**src/ets_pkg.sv**
```systemverilog
// Purpose: Shared constants and layouts of the edge time stamp capture block.
// Assumes: A 125 MHz bus clock; the time stamp area is read over AHB-Lite.
// Notes:   Overview and bulleted behaviour list follow.
// Overview of operation
// - Entry input byte holds channel levels 0-3.
// - Input byte bits 4 to 7 read zero.
// - Sequence number counts 0 to 127, steps one.
// - Sequence numbers follow the order of edges.
// - Free-running 16-bit microsecond timer stamps entries.
// - Timer wraps to zero and keeps running.
// - Newest entry is written at offset zero.
// - Older entries shift four bytes toward higher offsets.
// - Sixteenth entry discards the oldest held entry.
// - Rising edges recorded only where rising enabled.
// - Falling edges recorded only where falling enabled.
// - Area holds fifteen four-byte entries, sixty bytes.
// - Entry order: input byte, sequence, time word.
package ets_pkg;

  // ----------------------------------------------------------------
  // Image geometry
  // ----------------------------------------------------------------
  localparam int         CHANNELS     = 4;
  localparam int         ENTRIES      = 15;
  localparam int         ENTRY_BYTES  = 4;
  localparam int         IMAGE_BYTES  = ENTRIES * ENTRY_BYTES;
  localparam logic [6:0] SEQ_MAX      = 7'h7f;
  localparam logic [3:0] COUNT_MAX    = 4'hf;

  // ----------------------------------------------------------------
  // Timebase
  // ----------------------------------------------------------------
  localparam int         US_NS         = 1000;
  localparam int         CLK_PERIOD_NS = 8;
  localparam int         TICKS_PER_US  = US_NS / CLK_PERIOD_NS;
  localparam logic [6:0] PRESCALE_LAST = 7'(TICKS_PER_US - 1);

  // ----------------------------------------------------------------
  // Register map, word indices of byte address haddr[7:2]
  // ----------------------------------------------------------------
  localparam logic [7:0] IMAGE_OFFSET  = 8'h00;
  localparam logic [7:0] CTRL_OFFSET   = 8'h40;
  localparam logic [7:0] STATUS_OFFSET = 8'h44;
  localparam logic [7:0] TIMER_OFFSET  = 8'h48;
  localparam logic [5:0] CTRL_IDX      = CTRL_OFFSET[7:2];
  localparam logic [5:0] STATUS_IDX    = STATUS_OFFSET[7:2];
  localparam logic [5:0] TIMER_IDX     = TIMER_OFFSET[7:2];
  localparam logic [5:0] UNMAPPED_IDX  = 6'h3f;

  // ----------------------------------------------------------------
  // Field positions and reset values
  // ----------------------------------------------------------------
  localparam int         CTRL_RISE_LSB  = 0;
  localparam int         CTRL_FALL_LSB  = 4;
  localparam logic [3:0] RISE_EN_RESET  = 4'h0;
  localparam logic [3:0] FALL_EN_RESET  = 4'h0;
  localparam int         STAT_COUNT_LSB = 0;
  localparam int         STAT_SEQ_LSB   = 8;
  localparam int         STAT_OVF_BIT   = 16;
  localparam int         ENTRY_SEQ_LSB  = 8;
  localparam int         ENTRY_TIME_LSB = 16;
  localparam logic [2:0] SIZE_WORD      = 3'h2;

  // ----------------------------------------------------------------
  // Edge batch carried through the FIFO
  // ----------------------------------------------------------------
  localparam int BATCH_W        = 24;
  localparam int BATCH_MASK_LSB = 20;
  localparam int BATCH_LVL_LSB  = 16;
  localparam int FIFO_DEPTH     = 32;

endpackage

```
**src/entry_stream_if.sv**
```systemverilog
// Purpose: Valid/ready stream carrying edge batches between modules.
// Assumes: One clock domain.
// Notes:   Source drives valid and data, sink drives ready.
`timescale 1ns/1ps
`default_nettype none
interface entry_stream_if #(parameter int WIDTH = 24);
  logic             valid;
  logic             ready;
  logic [WIDTH-1:0] data;
  modport src (output valid, output data, input ready);
  modport snk (input valid, input data, output ready);
endinterface
`default_nettype wire

```
**src/entry_fifo.sv**
```systemverilog
// Purpose: Synchronous FIFO buffering edge batches.
// Assumes: Single clock, asynchronous active-low reset.
// Notes:   Push and pop may happen in the same cycle.
`timescale 1ns/1ps
`default_nettype none
module entry_fifo
  import ets_pkg::*;
#(
  parameter int WIDTH = BATCH_W,
  parameter int DEPTH = FIFO_DEPTH
)
(
  // Clock and reset
  input wire logic     hclk,
  input wire logic     hresetn,
  // Streams
  entry_stream_if.snk  push,
  entry_stream_if.src  pop
);

  localparam int AW = $clog2(DEPTH);

  typedef struct packed {
    logic [DEPTH-1:0][WIDTH-1:0] mem;
    logic [AW-1:0]               wr_ptr;
    logic [AW-1:0]               rd_ptr;
    logic [AW:0]                 count;
  } fifo_state_t;

  fifo_state_t st_reg;
  fifo_state_t st_next;
  logic        do_push;
  logic        do_pop;

  assign push.ready = (st_reg.count != (AW+1)'(DEPTH));
  assign pop.valid  = (st_reg.count != '0);
  assign pop.data   = st_reg.mem[st_reg.rd_ptr];
  assign do_push    = push.valid & push.ready;
  assign do_pop     = pop.valid & pop.ready;

  always_comb
  begin
    st_next = st_reg;
    if (do_push)
    begin
      st_next.mem[st_reg.wr_ptr] = push.data;
      st_next.wr_ptr = (st_reg.wr_ptr == AW'(DEPTH - 1)) ? '0 : st_reg.wr_ptr + AW'(1);
    end
    if (do_pop)
    begin
      st_next.rd_ptr = (st_reg.rd_ptr == AW'(DEPTH - 1)) ? '0 : st_reg.rd_ptr + AW'(1);
    end
    if (do_push && !do_pop)
    begin
      st_next.count = st_reg.count + (AW+1)'(1);
    end
    else if (do_pop && !do_push)
    begin
      st_next.count = st_reg.count - (AW+1)'(1);
    end
  end

  always_ff @(posedge hclk or negedge hresetn)
  begin
    if (!hresetn)
    begin
      st_reg <= '0;
    end
    else
    begin
      st_reg <= st_next;
    end
  end

endmodule
`default_nettype wire

```
**src/edge_time_stamp_capture.sv**
```systemverilog
// Purpose: Time stamps enabled edges on four inputs into a 15-entry image.
// Assumes: AHB-Lite slave with zero wait states; inputs are asynchronous pins.
// Notes:   Edges seen in one cycle travel as one batch through the FIFO.
//
// Added by the designer: the placing of the registers and the AHB-Lite interface to the registers.
`timescale 1ns/1ps
`default_nettype none
module edge_time_stamp_capture
  import ets_pkg::*;
(
  // Clock and reset
  input  wire logic        hclk,
  input  wire logic        hresetn,
  // AHB-Lite slave
  input  wire logic        hsel,
  input  wire logic [31:0] haddr,
  input  wire logic [1:0]  htrans,
  input  wire logic        hwrite,
  input  wire logic [2:0]  hsize,
  input  wire logic [31:0] hwdata,
  input  wire logic        hready,
  output logic             hreadyout,
  output logic             hresp,
  output logic [31:0]      hrdata,
  // Digital input pins
  input  wire logic [3:0]  input_channel
);

  // ----------------------------------------------------------------
  // State
  // ----------------------------------------------------------------
  typedef struct packed {
    logic [3:0]               sync_a;
    logic [3:0]               sync_b;
    logic [3:0]               prev;
    logic [6:0]               prescale;
    logic [15:0]              timer_us;
    logic [3:0]               rise_en;
    logic [3:0]               fall_en;
    logic                     overflow;
    logic                     wr_pend;
    logic [5:0]               wr_idx;
    logic [31:0]              rd_data;
    logic [3:0]               spread_mask;
    logic [3:0]               spread_levels;
    logic [15:0]              spread_time;
    logic [6:0]               seq;
    logic [3:0]               count;
    logic [ENTRIES-1:0][31:0] image;
  } ets_state_t;

  localparam ets_state_t STATE_RESET = '{
    sync_a:        4'h0,
    sync_b:        4'h0,
    prev:          4'h0,
    prescale:      7'h00,
    timer_us:      16'h0000,
    rise_en:       RISE_EN_RESET,
    fall_en:       FALL_EN_RESET,
    overflow:      1'b0,
    wr_pend:       1'b0,
    wr_idx:        6'h00,
    rd_data:       32'h0000_0000,
    spread_mask:   4'h0,
    spread_levels: 4'h0,
    spread_time:   16'h0000,
    seq:           7'h00,
    count:         4'h0,
    image:         '0
  };

  ets_state_t st_reg;
  ets_state_t st_next;

  // ----------------------------------------------------------------
  // Helpers
  // ----------------------------------------------------------------

  // Word index of a bus address; anything outside the low page is unmapped.
  function automatic logic [5:0] reg_index(input logic [31:0] addr);
    logic [5:0] idx;
    idx = addr[7:2];
    if (addr[31:8] != 24'h000000)
    begin
      idx = UNMAPPED_IDX;
    end
    return idx;
  endfunction

  // Lowest set bit of a channel mask, as a one-hot value.
  function automatic logic [3:0] lowest_onehot(input logic [3:0] m);
    return m & (~m + 4'h1);
  endfunction

  // Packs one image entry in its byte order.
  function automatic logic [31:0] pack_entry(
    input logic [3:0]  levels,
    input logic [6:0]  seq,
    input logic [15:0] time_us
  );
    logic [31:0] w;
    w = 32'h0000_0000;
    w[3:0] = levels;
    w[7:4] = 4'h0;
    w[ENTRY_SEQ_LSB +: 8] = {1'b0, seq};
    w[ENTRY_TIME_LSB +: 16] = time_us;
    return w;
  endfunction

  // ----------------------------------------------------------------
  // Batch FIFO
  // ----------------------------------------------------------------
  entry_stream_if #(.WIDTH(BATCH_W)) push_bus ();
  entry_stream_if #(.WIDTH(BATCH_W)) pop_bus ();

  entry_fifo #(
    .WIDTH (BATCH_W),
    .DEPTH (FIFO_DEPTH)
  ) u_fifo (
    .hclk    (hclk),
    .hresetn (hresetn),
    .push    (push_bus),
    .pop     (pop_bus)
  );

  // ----------------------------------------------------------------
  // Edge detection
  // ----------------------------------------------------------------
  logic [3:0] rise_hit;
  logic [3:0] fall_hit;
  logic [3:0] edge_hit;

  assign rise_hit = st_reg.sync_b & ~st_reg.prev & st_reg.rise_en;
  assign fall_hit = ~st_reg.sync_b & st_reg.prev & st_reg.fall_en;
  assign edge_hit = rise_hit | fall_hit;

  // All edges of a cycle share one batch and one time value.
  assign push_bus.valid = (edge_hit != 4'h0);
  assign push_bus.data  = {edge_hit, st_reg.sync_b, st_reg.timer_us};

  // A new batch is taken only once the previous one is spread out.
  assign pop_bus.ready  = (st_reg.spread_mask == 4'h0);

  // ----------------------------------------------------------------
  // Bus outputs
  // ----------------------------------------------------------------
  logic        bus_taken;
  logic [5:0]  bus_idx;
  logic [31:0] rd_word;

  assign hreadyout = 1'b1;
  assign hresp     = 1'b0;
  assign hrdata    = st_reg.rd_data;
  assign bus_taken = hsel & htrans[1] & hready;
  assign bus_idx   = reg_index(haddr);

  // Read multiplexer; empty image slots read zero.
  always_comb
  begin
    rd_word = 32'h0000_0000;
    if (bus_idx < 6'(ENTRIES))
    begin
      rd_word = st_reg.image[bus_idx[3:0]];
    end
    else if (bus_idx == CTRL_IDX)
    begin
      rd_word[CTRL_RISE_LSB +: 4] = st_reg.rise_en;
      rd_word[CTRL_FALL_LSB +: 4] = st_reg.fall_en;
    end
    else if (bus_idx == STATUS_IDX)
    begin
      rd_word[STAT_COUNT_LSB +: 4] = st_reg.count;
      rd_word[STAT_SEQ_LSB +: 7] = st_reg.seq;
      rd_word[STAT_OVF_BIT] = st_reg.overflow;
    end
    else if (bus_idx == TIMER_IDX)
    begin
      rd_word[15:0] = st_reg.timer_us;
    end
  end

  // ----------------------------------------------------------------
  // Next state
  // ----------------------------------------------------------------
  logic [3:0]  pick;
  logic [31:0] new_entry;

  assign pick      = lowest_onehot(st_reg.spread_mask);
  assign new_entry = pack_entry(st_reg.spread_levels, st_reg.seq, st_reg.spread_time);

  always_comb
  begin
    st_next = st_reg;

    // Two-flop synchroniser, then one stage for edge detection.
    st_next.sync_a = input_channel;
    st_next.sync_b = st_reg.sync_a;
    st_next.prev   = st_reg.sync_b;

    // Microsecond timebase, free running from reset.
    if (st_reg.prescale == PRESCALE_LAST)
    begin
      st_next.prescale = 7'h00;
      st_next.timer_us = st_reg.timer_us + 16'h0001;
    end
    else
    begin
      st_next.prescale = st_reg.prescale + 7'h01;
    end

    // Spread a batch, one entry per cycle, lowest channel first.
    if (st_reg.spread_mask != 4'h0)
    begin
      st_next.spread_mask = st_reg.spread_mask & ~pick;
      for (int i = ENTRIES - 1; i > 0; i--)
      begin
        st_next.image[i] = st_reg.image[i-1];
      end
      st_next.image[0] = new_entry;
      if (st_reg.seq == SEQ_MAX)
      begin
        st_next.seq = 7'h00;
      end
      else
      begin
        st_next.seq = st_reg.seq + 7'h01;
      end
      if (st_reg.count != COUNT_MAX)
      begin
        st_next.count = st_reg.count + 4'h1;
      end
    end

    // Load the next batch in arrival order.
    if (pop_bus.valid && pop_bus.ready)
    begin
      st_next.spread_mask   = pop_bus.data[BATCH_MASK_LSB +: 4];
      st_next.spread_levels = pop_bus.data[BATCH_LVL_LSB +: 4];
      st_next.spread_time   = pop_bus.data[15:0];
    end

    // Data phase of a register write.
    if (st_reg.wr_pend)
    begin
      if (st_reg.wr_idx == CTRL_IDX)
      begin
        st_next.rise_en = hwdata[CTRL_RISE_LSB +: 4];
        st_next.fall_en = hwdata[CTRL_FALL_LSB +: 4];
      end
      else if (st_reg.wr_idx == STATUS_IDX && hwdata[STAT_OVF_BIT])
      begin
        st_next.overflow = 1'b0;
      end
    end

    // A batch refused by a full FIFO is lost; the flag records it.
    if (push_bus.valid && !push_bus.ready)
    begin
      st_next.overflow = 1'b1;
    end

    // Address phase of a bus transfer.
    st_next.wr_pend = bus_taken & hwrite & (hsize == SIZE_WORD);
    st_next.wr_idx  = bus_idx;
    if (bus_taken && !hwrite)
    begin
      st_next.rd_data = rd_word;
    end
  end

  // ----------------------------------------------------------------
  // State register
  // ----------------------------------------------------------------
  always_ff @(posedge hclk or negedge hresetn)
  begin
    if (!hresetn)
    begin
      st_reg <= STATE_RESET;
    end
    else
    begin
      st_reg <= st_next;
    end
  end

endmodule
`default_nettype wire

```
**config.mk**
```make
export PLATFORM = sky130hd
export DESIGN_NAME = edge_time_stamp_capture
export DESIGN_NICKNAME = d
export VERILOG_FILES = /design/src/ets_pkg.sv /design/src/entry_stream_if.sv /design/src/entry_fifo.sv /design/src/edge_time_stamp_capture.sv
export SDC_FILE = /design/constraint.sdc
export NUM_CORES = 2
export LEC_CHECK = 0
export BUFFER_PORTS_ARGS = -buffer_cell sky130_fd_sc_hd__buf_2
export CORE_UTILIZATION = 47
export DETAILED_ROUTE_END_ITERATION = 10
export GPL_TIMING_DRIVEN = 0
export PLACE_DENSITY = 0.72
export SYNTH_ARGS = -nofsm -noshare
export SYNTH_HDL_FRONTEND = slang
export SYNTH_SLANG_ARGS = --single-unit
```
**constraint.sdc**
```tcl
create_clock -name hclk -period 6.9 [get_ports hclk]
set_input_delay 1.725 -clock hclk [delete_from_list [all_inputs] [get_ports hclk]]
set_output_delay 1.725 -clock hclk [all_outputs]
set_load 0.05 [all_outputs]
```
# After elaboration in Yosys (flattened, before gate mapping)
# Index checks and enable logic that the tools add are counted.
# totals
reg_bits,1307
output_inout_bits,34
# op_classes
magnitude_cmp,5
mux,30
bitwise,17
add_sub_neg,9
eq_ne,13
reduce_logical,23
# ops
op,n
$bwmux 768,1
$bmux 32 s4,1
$bmux 24 s5,1
$demux 24 s5,1
$mux 24,3
$mux 32,1
$eq 6x5->1 const B,5
$and 4x4->4,6
$reduce_bool 24->1,1
$mux 7,3
$mux 6,3
$mux 17,1
$add 16x1->16 const B,1
$mux 16,1
$not 4->4,4
$mux 15,1
$add 7x1->7 const B,2
$eq 7x7->1 const B,2
$lt 5x6->1 const B,2
$mux 4,3
$add 5x1->5 const B,2
$eq 5x5->1 const B,2
$mux 5,2
$mux 9,1
22 further kinds,47

# Longest topological paths before layout
# depth
depth_word,10
ltp_mapped,14

# Hierarchy
# From an unflattened synthesis, not the netlist that was laid out.
# unflattened
hier_cells,5126
area_unflattened_um2,60315.3
# by_module_without_submodules
mod,instances,seq_area_each_um2,area_each_um2,cells_per_inst
entry_fifo,1,19618.8,36209.7,2424
edge_time_stamp_capture,1,13087.6,24105.6,2702

# Least setup slack after synthesis
# Ideal clock, no wire load.
# synth_path
path_type,input to register
start,in haddr[20]
end,"reg st_reg, in the netlist hrdata[3]"
setup_time_ps,110
path_buffers,2
setup_slack_ps,3392
stages,6
required_time_ps,6790
arrival_time_ps,3398
path_cell_list,nor4_1 nand4_1 or4_1 clkbuf_1 clkbuf_1 o41ai_1
# synth_via
elab_chain_cells,7
elab_cells_between_ends,12
cone_classes,order compare: 1; eq/ne: 3; mux: 7; reduce/logical: 1
# synth_lines
item,line,text
start: declaration,edge_time_stamp_capture.sv:16,"input wire logic [31:0] haddr,"
$reduce_bool 24->1 *,edge_time_stamp_capture.sv:83,if (addr[31:8] != 24'h000000)
$mux 6 *,edge_time_stamp_capture.sv:83,
$eq 6x5->1,edge_time_stamp_capture.sv:176,else if (bus_idx == TIMER_IDX)
$mux 16,edge_time_stamp_capture.sv:176,
$mux 4,edge_time_stamp_capture.sv:170,else if (bus_idx == STATUS_IDX)
$mux 8,edge_time_stamp_capture.sv:165,else if (bus_idx == CTRL_IDX)
$mux 17 *,edge_time_stamp_capture.sv:161,if (bus_idx < 6'(ENTRIES))
end signal: assignment,edge_time_stamp_capture.sv:282,st_reg <= st_next;
end: declaration,edge_time_stamp_capture.sv:72,ets_state_t st_reg;
# Every way passes the cells marked *; elsewhere a longest branch is shown, timed or not. The select of a mux whose other input is x is not followed.
# A chain may end at the register's enable or synchronous reset.

# Final worst setup path
# layout_path
start,in haddr[3]
end,"reg st_reg, in the netlist hrdata[3]"
# layout_via
elab_chain_cells,6
elab_cells_between_ends,11
cone_classes,order compare: 1; eq/ne: 3; mux: 7
# layout_lines
item,line
$mux 6 *,edge_time_stamp_capture.sv:83
$eq 6x5->1,edge_time_stamp_capture.sv:176
$mux 16,edge_time_stamp_capture.sv:176
$mux 4,edge_time_stamp_capture.sv:170
$mux 8,edge_time_stamp_capture.sv:165
$mux 17 *,edge_time_stamp_capture.sv:161
# Marks and branches as above.

==> results.py <==
metrics = {
    "synthesis": {
        "synth-edff-count": 0,
        "synthCells": 5153,
        "synth_area_leader_cell": "sky130_fd_sc_hd__dfrtp_1",
        "number_of_distinct_library_cells_after_synthesis": 78,
        "mappedNetlistArea_sq_um": 60500,
        "synth_top_cell_area_share_pct": 54.0,
        "synthesis.area_per_instance_sq_um": 11.8,
        "synth_fp_nets": 5250,
        "post_synth_main_area_contributors": "sky130_fd_sc_hd__dfrtp_1, sky130_fd_sc_hd__nand2_1, sky130_fd_sc_hd__mux4_2",
        "synth-seq-cells": 1307,
        "synthArstFlopShare_pct": 100,
        "postSynth.topFlopCell": "sky130_fd_sc_hd__dfrtp_1",
        "synth.yosys.seq_area_share_pct": 54.0,
        "yosys_warnings": 0,
    },
    "min_path": {
        "min_delay_worst_endpoint": "push_bus.data[17]",
        "hold-path-cell-count": 0,
        "timing.hold.worst.start": "st_next[591]",
        "hp-class": "register to register",
    },
    "worst_setup_path": {
        "r2r-start": "st_reg[511]",
        "worst_path_most_repeated_cell": "sky130_fd_sc_hd__buf_2",
        "arrival_ns": 5.39,
        "critical-path-max-stage-delay_ns": 0.94,
        "worstSetupStartpoint": "haddr[3]",
        "timing.critical_path.cells": "buf_2 > buf_2 > buf_1 > clkbuf_1 > buf_2 > mux2i_1 > o21ai_0 > a21oi_1 > o41ai_1",
        "reg2reg_slack_ns": 2.27,
        "critical_r2r_capture": "u_fifo.st_reg[5]",
        "timing.critical_path.slowest_stage_cell": "sky130_fd_sc_hd__buf_1",
        "cp_max_fo": 10,
        "worst-setup-path-type": "input port to register",
        "timing.critical_path.to_type": "register",
        "worst-r2r-cell-count": 13,
        "startpoint_type": "input port",
        "worstPathRequired_ns": 7.53,
    },
    "global_route": {
        "initial_antenna_violation_count": 6,
        "grt_pass1_vias": 42000,
        "globalRouteOverflowTotal": 0,
        "grt_pass1_wl_mm": 274,
        "grtUsageTotal_pct": 28.2,
        "pin_count_of_the_biggest_net_entering_global_routing": 179,
    },
    "cts": {
        "clock_root_buffer": "sky130_fd_sc_hd__clkbuf_16",
        "cts_setup_buffers": 0,
        "cts_inserted_buffers": 137,
        "postCtsHoldBufs": 0,
        "max-clock-path-buffers": 3,
        "tritoncts_clock_tree": "done",
        "cts_resized": 0,
        "cts_num_sinks": 1307,
        "clkTransAtPathRegs_ns": 0.06,
        "clk_lat_worst_skew_ns": 0.79,
        "cts-htree-levels": 4,
    },
    "sta": {
        "rsz0062_at_grt": "false",
        "clock.fmax_mhz": 210,
        "tns_ns": 0,
        "finalHoldWorstSlack_ns": 0.351,
        "timing.final.ws_setup_ns": 2.13,
        "number_of_endpoints_failing_setup_at_the_final_stage": 0,
        "finalHoldViolCount": 0,
        "relSlewSlack_pct": 2.29,
        "final.period_utilization_pct": 69.1,
        "clock_skew_ns": 0.0367,
        "finalMaxSlewViolations": 0,
        "final.min_clock_period_ns": 4.77,
        "tightest_slew_ns": 1.47,
    },
    "floorplan": {
        "full_die_area_sq_um": 130000,
        "core_region_area_sq_um": 128000,
        "num_io_pins": 112,
        "die_width_um": 361,
        "initial_utilization_pct": 47.4,
        "die_h_um": 361,
        "std_cell_rows": 131,
    },
    "status": {
        "outcome": "complete, no violations",
    },
    "drt": {
        "wl_mm": 182,
        "avgRoutedWirePerCell_um": 25.5,
        "firstDrtPassIters": 8,
        "via_per_inst": 5.84,
        "detail-route-antenna-nets": 0,
        "drc": 0,
        "drt-initial-drc-count": 4665,
        "vias": 41700,
    },
    "pwr": {
        "leakagePower_nw": 33.5,
        "power.switching_mw": 3.48,
        "clock_power_share_pct": 48.2,
        "max-vdd-ir-drop_v": 0.000263,
        "finalPower_mw": 15.5,
        "power.sequential.fraction_pct": 49.4,
        "powerDensity_nw_per_um2": 229,
        "p_comb_share_pct": 2.4,
        "power.internal_mw": 12.0,
        "power_switching_share_pct": 22.4,
    },
    "placed_design": {
        "dp_slack_ns": 1.52,
        "io_buffers": 83,
        "place.gp.congestion": 0.999,
        "dp_hpwl_mm": 134,
        "placed_cell_area_sq_um": 63300,
        "dpl.cell_count": 6906,
    },
    "finish": {
        "largest_register_ffs": 784,
        "final_core_util_pct": 53.1,
        "area_growth_syn_to_layout_pct": 11.9,
        "layout.cells.non_filler": 7148,
        "layout.nets": 5480,
        "final_area_sq_um": 67800,
        "drive_gt1_share_pct": 23.7,
    },
    "job": {
        "maxCapViolations": 0,
    },
}
## cell usage after synthesis, types with 40 or more instances
library cell,count
sky130_fd_sc_hd__nand2_1,1532
sky130_fd_sc_hd__dfrtp_1,1307
sky130_fd_sc_hd__mux2_4,320
sky130_fd_sc_hd__o21ai_0,319
sky130_fd_sc_hd__clkbuf_1,303
sky130_fd_sc_hd__mux4_2,253
sky130_fd_sc_hd__mux2_2,246
sky130_fd_sc_hd__buf_2,87
sky130_fd_sc_hd__nor2_1,87
sky130_fd_sc_hd__mux2i_1,81
sky130_fd_sc_hd__a21oi_1,48
sky130_fd_sc_hd__buf_6,42
sky130_fd_sc_hd__a22oi_1,40
## final cells by class
type / instances / area [sq um]
fillers: 10700 / 59900
repair buffers: 91 / 651
clock inverters: 50 / 527
well taps: 1662 / 2080
flip-flops and latches: 1307 / 32700
clock buffers: 190 / 3950
diodes: 2 / 5.00
plain buffers: 482 / 2360
inverters: 32 / 120
multi-input cells: 3332 / 25400
## how the worst max path moves through the flow
stage	endpoint	slack, ns	depth (start not counted)
floorplan	hrdata[3]	3.39	6
detailed placement	hrdata[8]	1.52	8
CTS	u_fifo.st_reg[5]	2.28	13
finish	hrdata[3]	2.13	9
global route	u_fifo.st_reg[5]	2.12	14
global placement	u_fifo.st_reg[645]	-24.20	1
## logic make-up (layout without fill, tap and decap cells)
family	Yosys count	in the layout	synth area share [%]
AOI/OAI and AO/OA	566	566	5.65
and+or+nand+nor	1807	1807	12.0
xor gates and xnor gates	28	28	0.405
DFF	1307	1307	54.0
other	2	4	0.0124
buffers and inverters	514	845	4.10
muxes	910	910	23.4
adders and majority gates	19	19	0.405
## worst max-delay path: cells and delay by family
family	cells	cell delay, ns
buffers and inverters	5	2.72
multiplexers	1	0.52
AO/OA/AOI/OAI	3	0.40
## power groups by stage
stage / combinational [mW] / sequential [mW] / clock, mW
floorplan: 0.0930 / 7.81 / 0
detailed placement: 0.364 / 7.81 / 0
global placement: 0.343 / 7.83 / 0
global route: 0.396 / 7.67 / 7.85
finish: 0.365 / 7.67 / 7.49
CTS: 0.364 / 7.67 / 7.56
## layer usage
layer | up-vias | GRT usage [%] | part of all wire, %
met1 | 21200 | 37.1 | 40
met2 | 1861 | 44.5 | 46
met4 | 4 | 13.4 | 4.9
met3 | 450 | 6.35 | 8.5
met5 | - | 0 | 0.012
li1 | 18200 | - | -
## cells in the final DEF, fill, tap and decap left out, drive strengths merged, types with 18 or more instances in the layout
cell type,count
nand2,1532
dfrtp,1307
mux2,576
clkbuf,494
o21ai,319
buf,269
mux4,253
nor2,87
mux2i,81
a21oi,48
a22oi,40
inv,40
or3,36
nand3,36
clkinv,29
nor3,26
nor4,24
xnor2,18
a211oi,18
o211ai,18
ha,18
(Power assumes the default switching activity.)
